[config.mk]
export PLATFORM = sky130hd
export DESIGN_NAME = swl_top
export DESIGN_NICKNAME = d
export VERILOG_FILES = /design/src/swl_pkg.sv /design/src/swl_top.sv /design/src/swl_sync.sv
export SDC_FILE = /design/constraint.sdc
export NUM_CORES = 1
export LEC_CHECK = 0
export BUFFER_PORTS_ARGS = -buffer_cell sky130_fd_sc_hd__buf_2
export CAP_MARGIN = 15
export CORE_MARGIN = 10
export CORE_UTILIZATION = 35
export DETAILED_ROUTE_END_ITERATION = 8
export SLEW_MARGIN = 20
export SYNTH_ARGS = -nofsm -noshare
export SYNTH_HDL_FRONTEND = slang
export SYNTH_SLANG_ARGS = --single-unit
[constraint.sdc]
create_clock -name ref_clk -period 2.65 [get_ports ref_clk]
set_clock_uncertainty 0.05 [all_clocks]
set_input_delay 0.53 -clock ref_clk [delete_from_list [all_inputs] [get_ports ref_clk]]
set_output_delay 0.53 -clock ref_clk [all_outputs]
set_load 0.01 [all_outputs]
[src/swl_pkg.sv]
// package for the serial word loader and gain port
// assumes a single 100 MHz core clock; link pins are asynchronous
package swl_pkg;
  localparam int WORD_W        = 32;
  localparam int ADDR_W        = 4;
  localparam int NUM_REGS      = 16;
  localparam int GAIN_W        = 6;
  // register holding the gain source select bit
  localparam logic [3:0] CTRL_REG_IDX   = 4'h7;
  localparam int         GAIN_SEL_BIT   = 22;
  // register holding serial gain codes
  localparam logic [3:0] GAIN_REG_IDX   = 4'he;
  localparam int         GAIN_A_LSB     = 12;
  localparam int         GAIN_B_LSB     = 6;
  localparam logic [31:0] REG_RST_VAL   = 32'h0000_0000;
  localparam logic [5:0]  GAIN_RST_VAL  = 6'h00;

  typedef struct packed {
    logic [5:0] code;
    logic       latch;
  } swl_gain_in_t;
endpackage : swl_pkg

[src/swl_top.sv]
// serial word loader with register bank and two gain holding buffers
// assumes serial clock is far slower than ref_clk (80 ns vs 10 ns)
`timescale 1ns/100ps
// Behaviour
// - while the load strobe is low each serial clock rise shifts one data bit in.
// - only the most recent 32 shifted bits are kept.
// - a rising load strobe copies the word into the register chosen by its low four bits.
// - a serial output shifts the most recently loaded word back to the host while the next word is shifted in.
// - each channel latch pin gates a holding buffer between its selected gain source (pins or serial register) and its gain stage.
// - a select bit picks serial register gain at 0 or parallel pin gain at 1.
module swl_top (
  input  wire logic              ref_clk,
  input  wire logic              nrst,
  input  wire logic              serial_clk,
  input  wire logic              serial_data_in,
  input  wire logic              word_load_strobe,
  input  wire logic [5:0]        chan_a_gain_code_pins,
  input  wire logic [5:0]        chan_b_gain_code_pins,
  input  wire logic              chan_a_latch,
  input  wire logic              chan_b_latch,
  output logic                   serial_readback_out,
  output logic [5:0]             chan_a_gain,
  output logic [5:0]             chan_b_gain
);
  localparam int W  = swl_pkg::WORD_W;
  localparam int GW = swl_pkg::GAIN_W;

  // synchronised link pins
  logic sclk_s;
  logic sdat_s;
  logic le_s;
  logic lat_a_s;
  logic lat_b_s;
  logic [GW-1:0] pa_s;
  logic [GW-1:0] pb_s;

  swl_sync u_sclk (.clk(ref_clk), .nrst(nrst), .d(serial_clk),       .q(sclk_s));
  swl_sync u_sdat (.clk(ref_clk), .nrst(nrst), .d(serial_data_in),   .q(sdat_s));
  swl_sync #(.RST_VAL(1'b1)) u_le (
    .clk(ref_clk), .nrst(nrst), .d(word_load_strobe), .q(le_s));
  swl_sync u_lta  (.clk(ref_clk), .nrst(nrst), .d(chan_a_latch),     .q(lat_a_s));
  swl_sync u_ltb  (.clk(ref_clk), .nrst(nrst), .d(chan_b_latch),     .q(lat_b_s));

  genvar gi;
  generate
    for (gi = 0; gi < GW; gi++) begin : g_pins
      swl_sync u_pa (.clk(ref_clk), .nrst(nrst), .d(chan_a_gain_code_pins[gi]), .q(pa_s[gi]));
      swl_sync u_pb (.clk(ref_clk), .nrst(nrst), .d(chan_b_gain_code_pins[gi]), .q(pb_s[gi]));
    end
  endgenerate

  // edge history, read only after the synchronisers
  logic sclk_d_r;
  logic le_d_r;
  always_ff @(posedge ref_clk or negedge nrst) begin
    if (!nrst) begin
      sclk_d_r <= 1'b0;
      le_d_r   <= 1'b1;
    end else begin
      sclk_d_r <= sclk_s;
      le_d_r   <= le_s;
    end
  end

  wire sclk_rise = sclk_s & ~sclk_d_r;
  wire sclk_fall = ~sclk_s & sclk_d_r;
  wire le_rise   = le_s & ~le_d_r;

  wire do_shift  = sclk_rise & ~le_s;

  logic [W-1:0] shift_r;
  logic [W-1:0] shift_nxt;
  assign shift_nxt = do_shift ? {shift_r[W-2:0], sdat_s} : shift_r;

  always_ff @(posedge ref_clk or negedge nrst) begin
    if (!nrst) begin
      shift_r <= swl_pkg::REG_RST_VAL;
    end else begin
      shift_r <= shift_nxt;
    end
  end

  // register bank
  logic [W-1:0] regs_r [swl_pkg::NUM_REGS];
  wire  [swl_pkg::ADDR_W-1:0] sel_idx = shift_r[swl_pkg::ADDR_W-1:0];

  always_ff @(posedge ref_clk or negedge nrst) begin
    if (!nrst) begin
      for (int i = 0; i < swl_pkg::NUM_REGS; i++) begin
        regs_r[i] <= swl_pkg::REG_RST_VAL;
      end
    end else if (le_rise) begin
      regs_r[sel_idx] <= shift_r;
    end
  end

  // readback: strobe rise arms the addressed word, each falling clock while the strobe is low sends a bit msb first.
  // falling edge timing lets the host sample on the following rise.
  logic [W-1:0] rb_r;
  logic [W-1:0] rb_nxt;
  logic         sdo_r;
  logic         sdo_nxt;
  assign rb_nxt  = le_rise ? shift_r :
                   (sclk_fall & ~le_s) ? {rb_r[W-2:0], 1'b0} : rb_r;
  assign sdo_nxt = rb_nxt[W-1];

  always_ff @(posedge ref_clk or negedge nrst) begin
    if (!nrst) begin
      rb_r  <= swl_pkg::REG_RST_VAL;
      sdo_r <= 1'b0;
    end else begin
      rb_r  <= rb_nxt;
      sdo_r <= sdo_nxt;
    end
  end
  assign serial_readback_out = sdo_r;

  // gain source selection
  wire [W-1:0] ctrl_w   = regs_r[swl_pkg::CTRL_REG_IDX];
  wire [W-1:0] gainr_w  = regs_r[swl_pkg::GAIN_REG_IDX];
  wire         use_pins = ctrl_w[swl_pkg::GAIN_SEL_BIT];
  // code and latch of one channel travel together
  swl_pkg::swl_gain_in_t pin_a;
  swl_pkg::swl_gain_in_t pin_b;
  assign pin_a = {pa_s, lat_a_s};
  assign pin_b = {pb_s, lat_b_s};
  wire [GW-1:0] src_a   = use_pins ? pin_a.code : gainr_w[swl_pkg::GAIN_A_LSB +: GW];
  wire [GW-1:0] src_b   = use_pins ? pin_b.code : gainr_w[swl_pkg::GAIN_B_LSB +: GW];

  // holds old gain while latch low
  logic [GW-1:0] gain_a_r;
  logic [GW-1:0] gain_b_r;
  always_ff @(posedge ref_clk or negedge nrst) begin
    if (!nrst) begin
      gain_a_r <= swl_pkg::GAIN_RST_VAL;
      gain_b_r <= swl_pkg::GAIN_RST_VAL;
    end else begin
      if (pin_a.latch) gain_a_r <= src_a;
      if (pin_b.latch) gain_b_r <= src_b;
    end
  end
  assign chan_a_gain = gain_a_r;
  assign chan_b_gain = gain_b_r;

  property p_shift;
    @(posedge ref_clk) disable iff (!nrst)
      do_shift |=> shift_r == {$past(shift_r[W-2:0]), $past(sdat_s)};
  endproperty
  a_shift: assert property (p_shift) else $error("shift wrong");

  property p_keep;
    @(posedge ref_clk) disable iff (!nrst)
      do_shift |=> shift_r[W-1:1] == $past(shift_r[W-2:0]);
  endproperty
  a_keep: assert property (p_keep) else $error("history lost");

  property p_hold;
    @(posedge ref_clk) disable iff (!nrst)
      (le_s && !le_rise) [*2] |-> $stable(shift_r);
  endproperty
  a_hold: assert property (p_hold) else $error("shift moved under strobe");

  property p_load;
    @(posedge ref_clk) disable iff (!nrst)
      le_rise |=> regs_r[$past(sel_idx)] == $past(shift_r);
  endproperty
  a_load: assert property (p_load) else $error("register not loaded");

  property p_rb;
    @(posedge ref_clk) disable iff (!nrst)
      le_rise |=> ##1 serial_readback_out == $past(shift_r[W-1], 2);
  endproperty
  a_rb: assert property (p_rb) else $error("readback msb wrong");

  property p_lat;
    @(posedge ref_clk) disable iff (!nrst)
      !lat_a_s |=> $stable(chan_a_gain);
  endproperty
  a_lat: assert property (p_lat) else $error("gain a moved while held");

  property p_sel;
    @(posedge ref_clk) disable iff (!nrst)
      (lat_b_s && use_pins) |=> chan_b_gain == $past(pb_s);
  endproperty
  a_sel: assert property (p_sel) else $error("gain b source wrong");

  property p_ser;
    @(posedge ref_clk) disable iff (!nrst)
      (lat_a_s && !use_pins) |=> chan_a_gain == $past(gainr_w[swl_pkg::GAIN_A_LSB +: GW]);
  endproperty
  a_ser: assert property (p_ser) else $error("gain a serial source wrong");

  property p_lat_b;
    @(posedge ref_clk) disable iff (!nrst)
      !lat_b_s |=> $stable(chan_b_gain);
  endproperty
  a_lat_b: assert property (p_lat_b) else $error("gain b moved while held");

  property p_par_a;
    @(posedge ref_clk) disable iff (!nrst)
      (lat_a_s && use_pins) |=> chan_a_gain == $past(pa_s);
  endproperty
  a_par_a: assert property (p_par_a) else $error("gain a parallel source wrong");

  property p_ser_b;
    @(posedge ref_clk) disable iff (!nrst)
      (lat_b_s && !use_pins) |=> chan_b_gain == $past(gainr_w[swl_pkg::GAIN_B_LSB +: GW]);
  endproperty
  a_ser_b: assert property (p_ser_b) else $error("gain b serial source wrong");
endmodule // swl_top

[src/swl_sync.sv]
// two flop synchroniser for one asynchronous level
// assumes the destination clock is the core clock
`timescale 1ns/100ps
module swl_sync #(
  parameter logic RST_VAL = 1'b0
) (
  input  wire logic clk,
  input  wire logic nrst,
  input  wire logic d,
  output logic      q
);
  logic meta_r;
  always_ff @(posedge clk or negedge nrst) begin
    if (!nrst) begin
      meta_r <= RST_VAL;
      q      <= RST_VAL;
    end else begin
      meta_r <= d;
      q      <= meta_r;
    end
  end
endmodule // swl_sync

==> results.json, run 1 <==
{
  "rows": 42,
  "yosysUniqueCellTypes": 24,
  "clk_path_buf_depth": 2,
  "syn_area_um2": 4660,
  "path_max_fanout": 12,
  "post_cts_buffers": 0,
  "holdBufCountCts": 0,
  "cap_violations": 0,
  "synth_seq_cells": 125,
  "setup_violations": 0,
  "postSynthAreaPerCell_um2": 12.8,
  "final-seq-area_um2": 3130,
  "tightest_slew_ns": 0.755,
  "critPathCaptureType": "flop",
  "maxSlewViolCount": 0,
  "dr.first_iter.drc_count": 251,
  "die_x_um": 135,
  "area_growth_pct": 20.3,
  "first_global_vias": 2994,
  "cts_root_buf": "clkbuf_16",
  "tns_ns": 0,
  "antenna_found_initial": 0,
  "diodes": 0,
  "drt_first_pass_iters": 4,
  "grt_pass1_wl_mm": 14.4,
  "drcViolationCount": 0,
  "track_usage_pct": 9.81,
  "final.fill_count": 1194,
  "required_ns": 2.89,
  "vias": 2866,
  "grt_setup_unrepaired": "false",
  "cp.buffers_inverters": 1,
  "power_leakage_nw": 2.52,
  "r2r_cells": 4,
  "portBuffers": 31,
  "peakVddDrop_mv": 0.429,
  "layout-drive-gt1-share_pct": 28.8,
  "die-area_um2": 18300,
  "seq_area_frac_synth_pct": 67.3,
  "worst_hold_slack_ns": 0.107,
  "max-slew-margin-rel_pct": 49.7,
  "layout_min_cycle_time_ns": 1.82,
  "dp.cells": 558,
  "dieHeight_um": 135,
  "cts-htree-levels": 4,
  "hold_viol": 0,
  "ioPinCount": 32,
  "start_util_pct": 35.4,
  "crit_type": "reg2reg",
  "critPathLaunchType": "flop",
  "via_per_inst": 4.87,
  "final_antenna_net_count": 0,
  "cts-buffers-inserted": 17,
  "fmax_mhz": 551,
  "cp_top_family": "flip-flops",
  "final_nets": 420,
  "min_path_type": "in2async",
  "final_cells": 589,
  "path_cells": "nand2b_2, nor4_4, buf_4, mux2_2",
  "clkTransAtPathRegs_ns": 0.05,
  "grt_max_degree": 62,
  "yosys_warnings": 0,
  "gp_congestion": 0.707,
  "overflow": 0,
  "cts_tree": "yes",
  "arrival_ns": 2.06,
  "drt-total-wl_mm": 8.33,
  "cts_sinks": 125,
  "status": "finished, final reports clean",
  "powerDensity_nw_per_um2": 878,
  "wire_per_inst_um": 14.1,
  "netlist_instances": 365,
  "synth_nets": 384,
  "multi_input_area_um2": 1410,
  "post_cts_resized": 0,
  "period_share_pct": 68.5,
  "dpl.hpwl_mm": 5.09,
  "crit_cells": 4,
  "clkLatencyLatePin_ns": 0.41,
  "critPathSlowestCell": "dfstp_2",
  "design.core.area_um2": 13100,
  "critPathMaxStageDelay_ns": 0.62
}
-- cell usage after synthesis --
master	number	area [µm²]
dfrtp_1	122	3050
nand2_1	64	240
mux2_2	44	495
a31oi_1	29	181
nor3_1	29	145
a21oi_1	12	60.1
mux2i_1	12	120
nor2_1	12	45.0
buf_2	11	55.1
clkbuf_1	9	33.8
buf_4	3	22.5
dfstp_2	3	78.8
inv_1	2	7.51
nor3b_2	2	25.0
o21ai_0	2	10.0
a22oi_1	1	7.51
buf_6	1	11.3
nand2b_2	1	8.76
nor2b_1	1	6.26
nor4_4	1	21.3
nor4b_1	1	8.76
o211ai_1	1	7.51
o21ai_1	1	5.00
or2_1	1	6.26
-- stage by stage --
stage	cell area, µm²	utilization (%)	total power, mW	setup slack (ns)
global placement	5020	38.2	2.65	0.877
CTS	5600	42.6	4.98	0.822
finish	5600	42.6	4.92	0.833
floorplan	4660	-	2.51	1.03
global route	5600	42.6	5.15	0.729
detailed placement	5020	38.2	2.67	0.836
-- layout make-up --
class	count	share of cell area (%)
Clock buffer	24	8.42
Clock inverter	7	2.01
Inverter	2	0.134
Multi-Input combinational cell	214	25.2
Sequential cell	125	55.9
Tap cell	176	3.93
Timing Repair Buffer	41	4.38
-- cell families after synthesis --
kind of cell | synth area share, %
compound gates | 5.83
buf+inv | 2.79
flops | 67.3
mux | 13.2
simple gates | 10.9
-- path summary, 6_finish.rpt --
path	slack, ns	startpoint	end
max	0.83	u_le.q	gainr_w[9]
min	0.11	nrst	u_sdat.meta_r
max reg2reg	0.83	u_le.q	gainr_w[9]
min reg2reg	0.29	g_pins[1].u_pa.meta_r	g_pins[1].u_pa.q
max in group asynchronous	1.72	nrst	shift_r[13]
min in group ref_clk	0.18	chan_b_latch	u_ltb.meta_r
-- layout by cell type, fill, tap and decap left out, types with 2 or more instances in the layout --
cell type,netlist,layout
clkbuf_8,0,2
clkinv_2,0,3
mux2_2,44,44
dfstp_2,3,3
nand2_1,64,64
inv_1,2,2
clkbuf_16,0,17
o21ai_0,2,2
nor2_1,12,12
nor3b_4,0,2
a31oi_1,29,29
mux2i_1,12,12
a21oi_1,12,12
clkbuf_1,9,5
bufinv_16,0,3
nor3_1,29,29
buf_4,3,10
dfrtp_1,122,122
buf_2,11,30
-- registers in the layout, summed over array words and instances, names as in the netlist --
name and cells:
u_lta.meta_r 1, g_pins.u_pa.meta_r 6, chan_a_gain 6, g_pins.u_pa.q 6, ctrl_w 1, u_lta.q 1
u_ltb.meta_r 1, le_d_r 1, g_pins.u_pb.q 6, rb_r 31, u_sclk.q 1, chan_b_gain 6
u_ltb.q 1, u_le.meta_r 1, u_le.q 1, g_pins.u_pb.meta_r 6, gainr_w 12, u_sdat.q 1
serial_readback_out 1, shift_r 32, sclk_d_r 1, u_sclk.meta_r 1, u_sdat.meta_r 1
-- where the power goes --
part	internal, mW	switching, mW	total (mW)	leakage (nW)
clock	1.52	0.767	2.28	0.284
combinational	0.178	0.205	0.383	0.690
sequential	2.12	0.136	2.25	1.55
-- metal layers --
metal | wire [µm] | vias to the layer above | global-route usage, %
met5 | 0 | - | 0
met4 | 133 | 0 | 5.80
met3 | 327 | 9 | 3.12
met2 | 4010 | 61 | 14.8
met1 | 3860 | 1451 | 12.1
li1 | - | 1345 | -
Note: power is estimated with default switching activity, not from simulation.
==> inputs of run 2 (changes only) <==
clock period = 1.7 ns   (was 2.65 ns; I/O delays follow)
==> results.json, run 2 (synthesis gave the netlist of run 1 again) <==
{
  "max-slew-margin-rel_pct": 53.7,
  "rows": 42,
  "area_growth_pct": 26.1,
  "vias": 2956,
  "path_max_fanout": 12,
  "cts_root_buf": "clkbuf_16",
  "r2r_cells": 4,
  "diodes": 0,
  "cts-htree-levels": 4,
  "clkLatencyLatePin_ns": 0.41,
  "arrival_ns": 1.83,
  "final_common_cell": "dfrtp_1",
  "overflow": 0,
  "die-area_um2": 18300,
  "clk_path_buf_depth": 2,
  "dpl.hpwl_mm": 5.18,
  "setup_violations": 0,
  "design.core.area_um2": 13100,
  "track_usage_pct": 10.4,
  "min_path_type": "reg2reg",
  "worst_hold_slack_ns": 0.295,
  "drt_first_pass_iters": 4,
  "grt_max_degree": 36,
  "top_register": "shift_r",
  "dieHeight_um": 135,
  "gp_congestion": 0.741,
  "cts_sinks": 125,
  "drt-total-wl_mm": 8.65,
  "required_ns": 1.94,
  "tns_ns": 0,
  "layout_min_cycle_time_ns": 1.59,
  "placed_area_um2": 5140,
  "wire_per_inst_um": 14.1,
  "cts_tree": "yes",
  "worstReg2RegStart": "u_le.q",
  "power_leakage_nw": 2.62,
  "hold_start": "u_lta.meta_r",
  "layout-drive-gt1-share_pct": 29.6,
  "maxSlewViolCount": 0,
  "reg2reg_slack_ns": 0.11,
  "cts-buffers-inserted": 17,
  "antenna_found_initial": 0,
  "grt_setup_unrepaired": "false",
  "critPathCaptureType": "flop",
  "min_to": "u_lta.q",
  "critPathLaunchType": "flop",
  "dr.first_iter.drc_count": 216,
  "first_global_vias": 3041,
  "portBuffers": 31,
  "start_util_pct": 35.4,
  "status": "finished, final reports clean",
  "die_x_um": 135,
  "via_per_inst": 4.83,
  "cap_violations": 0,
  "peakVddDrop_mv": 0.704,
  "crit_type": "reg2reg",
  "largest_reg_flops": 32,
  "tightest_slew_ns": 0.695,
  "hold_viol": 0,
  "drcViolationCount": 0,
  "fin_area_um2": 5870,
  "r2r-end": "gainr_w[7]",
  "grt_pass1_wl_mm": 15.2,
  "final_cell_mix": "dfrtp_1 (122), nand2_1 (64), mux2_2 (44)",
  "fmax_mhz": 630,
  "final_antenna_net_count": 0,
  "period_share_pct": 93.4,
  "holdPathStages": 0,
  "powerDensity_nw_per_um2": 1280,
  "ioPinCount": 32,
  "final_nets": 442,
  "clkTransAtPathRegs_ns": 0.06
}
run 2: routing by layer:
metal,global-route usage [%],wire length (µm),vias to the layer above
li1,-,-,1389
met1,13.1,3980,1487
met2,15.2,4100,64
met3,3.75,370,16
met4,5.62,196,0
met5,0,0,-
run 2: timing repair:
action	4_1_cts	5_1_grt
gates resized for setup	0	0
endpoints found under the hold margin	36	0
endpoints found under the setup margin	0	0
hold buffers	18	0
buffers inserted	0	0
run 2: layout make-up:
| cell class | count | area (µm²) |
|---|---|---|
| Timing Repair Buffer | 63 | 543 |
| Sequential cell | 125 | 3130 |
| Clock inverter | 12 | 88.8 |
| Clock buffer | 20 | 467 |
| Multi-Input combinational cell | 214 | 1410 |
| Inverter | 2 | 7.51 |
| Tap cell | 176 | 220 |
| Fill cell | 1226 | 7270 |
run 2: worst max path at each step:
| stage | to | depth (start not counted) | startpoint | slack [ns] |
|---|---|---|---|---|
| 6_report | gainr_w[7] | 4 | u_le.q | 0.11 |
| 5_1_grt | gainr_w[7] | 4 | u_le.q | 0.06 |
| 4_1_cts | gainr_w[7] | 4 | u_le.q | 0.10 |
| 3_5_place_dp | gainr_w[7] | 4 | u_le.q | 0.11 |
| 3_3_place_gp | gainr_w[7] | 4 | u_le.q | 0.13 |
| 2_1_floorplan | gainr_w[10] | 4 | u_le.q | 0.08 |
run 2: report_power, final:
part	leakage, nW	internal, mW	switching (mW)	total [mW]
clock	0.265	1.98	1.33	3.31
sequential	1.55	3.30	0.212	3.51
combinational	0.809	0.336	0.334	0.669
total	2.62	5.62	1.88	7.49
run 2: critical path, stage by stage (launching register included):
cell and delay [ns]:
dfstp_2 0.53, nand2b_2 0.10, nor4_4 0.27, buf_12 0.18, mux2_2 0.34
run 2: through the flow:
step / power [mW] / cells / setup slack [ns] / utilization, %
6_report: 7.49 / 612 / 0.112 / 44.7
5_1_grt: 7.85 / 612 / 0.0587 / 44.7
4_1_cts: 7.58 / 612 / 0.102 / 44.7
3_5_place_dp: 4.21 / 562 / 0.110 / 39.1
3_3_place_gp: 4.17 / 562 / 0.135 / 39.1
2_1_floorplan: 3.92 / 365 / 0.0834 / -
==> inputs of run 3 (changes only) <==
CTS_CLUSTER_SIZE = 24   (was not set)
MAX_ROUTING_LAYER = met4   (was not set)
==> results.json, run 3 (synthesis gave the netlist of run 1 again) <==
{
  "tightest_slew_ns": 0.695,
  "post_cts_buffers": 0,
  "powerDensity_nw_per_um2": 1270,
  "cts_sinks": 125,
  "via_per_inst": 4.81,
  "first_global_vias": 3049,
  "critPathMaxStageDelay_ns": 0.53,
  "dpl_worst_slack_ns": 0.110,
  "ioPinCount": 32,
  "drt_first_pass_iters": 4,
  "r2r_cells": 4,
  "power_leakage_nw": 2.62,
  "arrival_ns": 1.83,
  "placed_area_um2": 5140,
  "top_layer_used": "met4",
  "status": "finished, final reports clean",
  "rows": 42,
  "dr_wl_met3_um": 289,
  "cts-htree-levels": 4,
  "top_register": "shift_r",
  "min_to": "u_lta.q",
  "min_path_type": "reg2reg",
  "drt-total-wl_mm": 8.64,
  "hold_viol": 0,
  "grt_setup_unrepaired": "false",
  "fmax_mhz": 628,
  "required_ns": 1.94,
  "cp_top_family": "flip-flops",
  "cts-buffers-inserted": 17,
  "cts_tree": "yes",
  "met1Wirelength_mm": 4.06,
  "holdPathStages": 0,
  "holdBufCountCts": 18,
  "critPathLaunchType": "flop",
  "portBuffers": 31,
  "dr.first_iter.drc_count": 249,
  "layout-drive-gt1-share_pct": 29.6,
  "critPathCaptureType": "flop",
  "gp_congestion": 0.750,
  "final_antenna_net_count": 0,
  "diodes": 0,
  "fin_area_um2": 5870,
  "fin_ws_ns": 0.108,
  "design.core.area_um2": 13100,
  "final_cell_mix": "dfrtp_1 (122), nand2_1 (64), mux2_2 (44)",
  "setup_violations": 0,
  "path_cells": "nand2b_2, nor4_4, buf_12, mux2_2",
  "cts_root_buf": "clkbuf_16",
  "reg2reg_slack_ns": 0.11,
  "cp.buffers_inverters": 1,
  "grt_pass1_wl_mm": 15.1,
  "die-area_um2": 18300,
  "post_cts_resized": 0,
  "layout_min_cycle_time_ns": 1.59,
  "dpl.hpwl_mm": 5.18,
  "final_nets": 442,
  "grt_max_degree": 36,
  "vias": 2946,
  "crit_type": "reg2reg",
  "cap_violations": 0,
  "hold_start": "u_lta.meta_r",
  "die_x_um": 135,
  "peakVddDrop_mv": 0.698,
  "worstReg2RegStart": "u_le.q",
  "critPathSlowestCell": "dfstp_2",
  "dieHeight_um": 135,
  "clkLatencyLatePin_ns": 0.41,
  "max-slew-margin-rel_pct": 53.7,
  "start_util_pct": 35.4,
  "overflow": 0,
  "maxSlewViolCount": 0,
  "clk_path_buf_depth": 2,
  "period_share_pct": 93.7,
  "clkTransAtPathRegs_ns": 0.06,
  "drcViolationCount": 0,
  "final_common_cell": "dfrtp_1",
  "met2_length_mm": 4.14,
  "track_usage_pct": 10.6,
  "largest_reg_flops": 32,
  "area_growth_pct": 26.1,
  "wire_per_inst_um": 14.1,
  "path_max_fanout": 12,
  "antenna_found_initial": 0,
  "r2r-end": "gainr_w[7]",
  "tns_ns": 0
}
-- run 3: cell counts in the layout (fill, tap and decap cells not counted) --
Identical to the previous run, type by type.
-- run 3: final cells by class --
| cell class | instances | area (µm²) |
|---|---|---|
| Fill cell | 1226 | 7270 |
| Tap cell | 176 | 220 |
| Clock buffer | 20 | 467 |
| Timing Repair Buffer | 63 | 543 |
| Multi-Input combinational cell | 214 | 1410 |
| Inverter | 2 | 7.51 |
| Clock inverter | 12 | 88.8 |
| Sequential cell | 125 | 3130 |
-- run 3: worst max path at each step --
stage	startpoint	to	slack, ns	cells past startpoint
3_5_place_dp	u_le.q	gainr_w[7]	0.11	4
6_report	u_le.q	gainr_w[7]	0.11	4
4_1_cts	u_le.q	gainr_w[7]	0.10	4
2_1_floorplan	u_le.q	gainr_w[10]	0.08	4
5_1_grt	u_le.q	gainr_w[7]	0.06	4
3_3_place_gp	u_le.q	gainr_w[7]	0.13	4
-- run 3: worst reg2reg max path, cell delays in order, from the launching register on --
cell      delay [ns]
dfstp_2         0.53
nand2b_2        0.10
nor4_4          0.28
buf_12          0.18
mux2_2          0.34
-- run 3: report_power, final --
group          internal, mW  total [mW]  switching [mW]  leakage (nW)
logic                 0.336       0.670           0.334         0.809
clock network          1.98        3.30            1.32         0.265
registers              3.30        3.51           0.212          1.55
-- run 3: layer usage --
metal / GRT usage (%) / vias up
met2: 15.4 / 62
met4: 5.62 / 0
met1: 13.0 / 1488
li1: - / 1383
met5: - / -
met3: 3.45 / 13
-- run 3: per-stage QoR --
step	hold slack [ns]	instances	power (mW)	utilization [%]
after CTS	0.298	612	7.58	44.7
final	0.295	612	7.48	44.7
after global routing	0.301	612	7.85	44.7
after global placement	0.240	562	4.17	39.1
after detailed placement	0.245	562	4.21	39.1
after floorplan	-0.00559	365	3.92	-
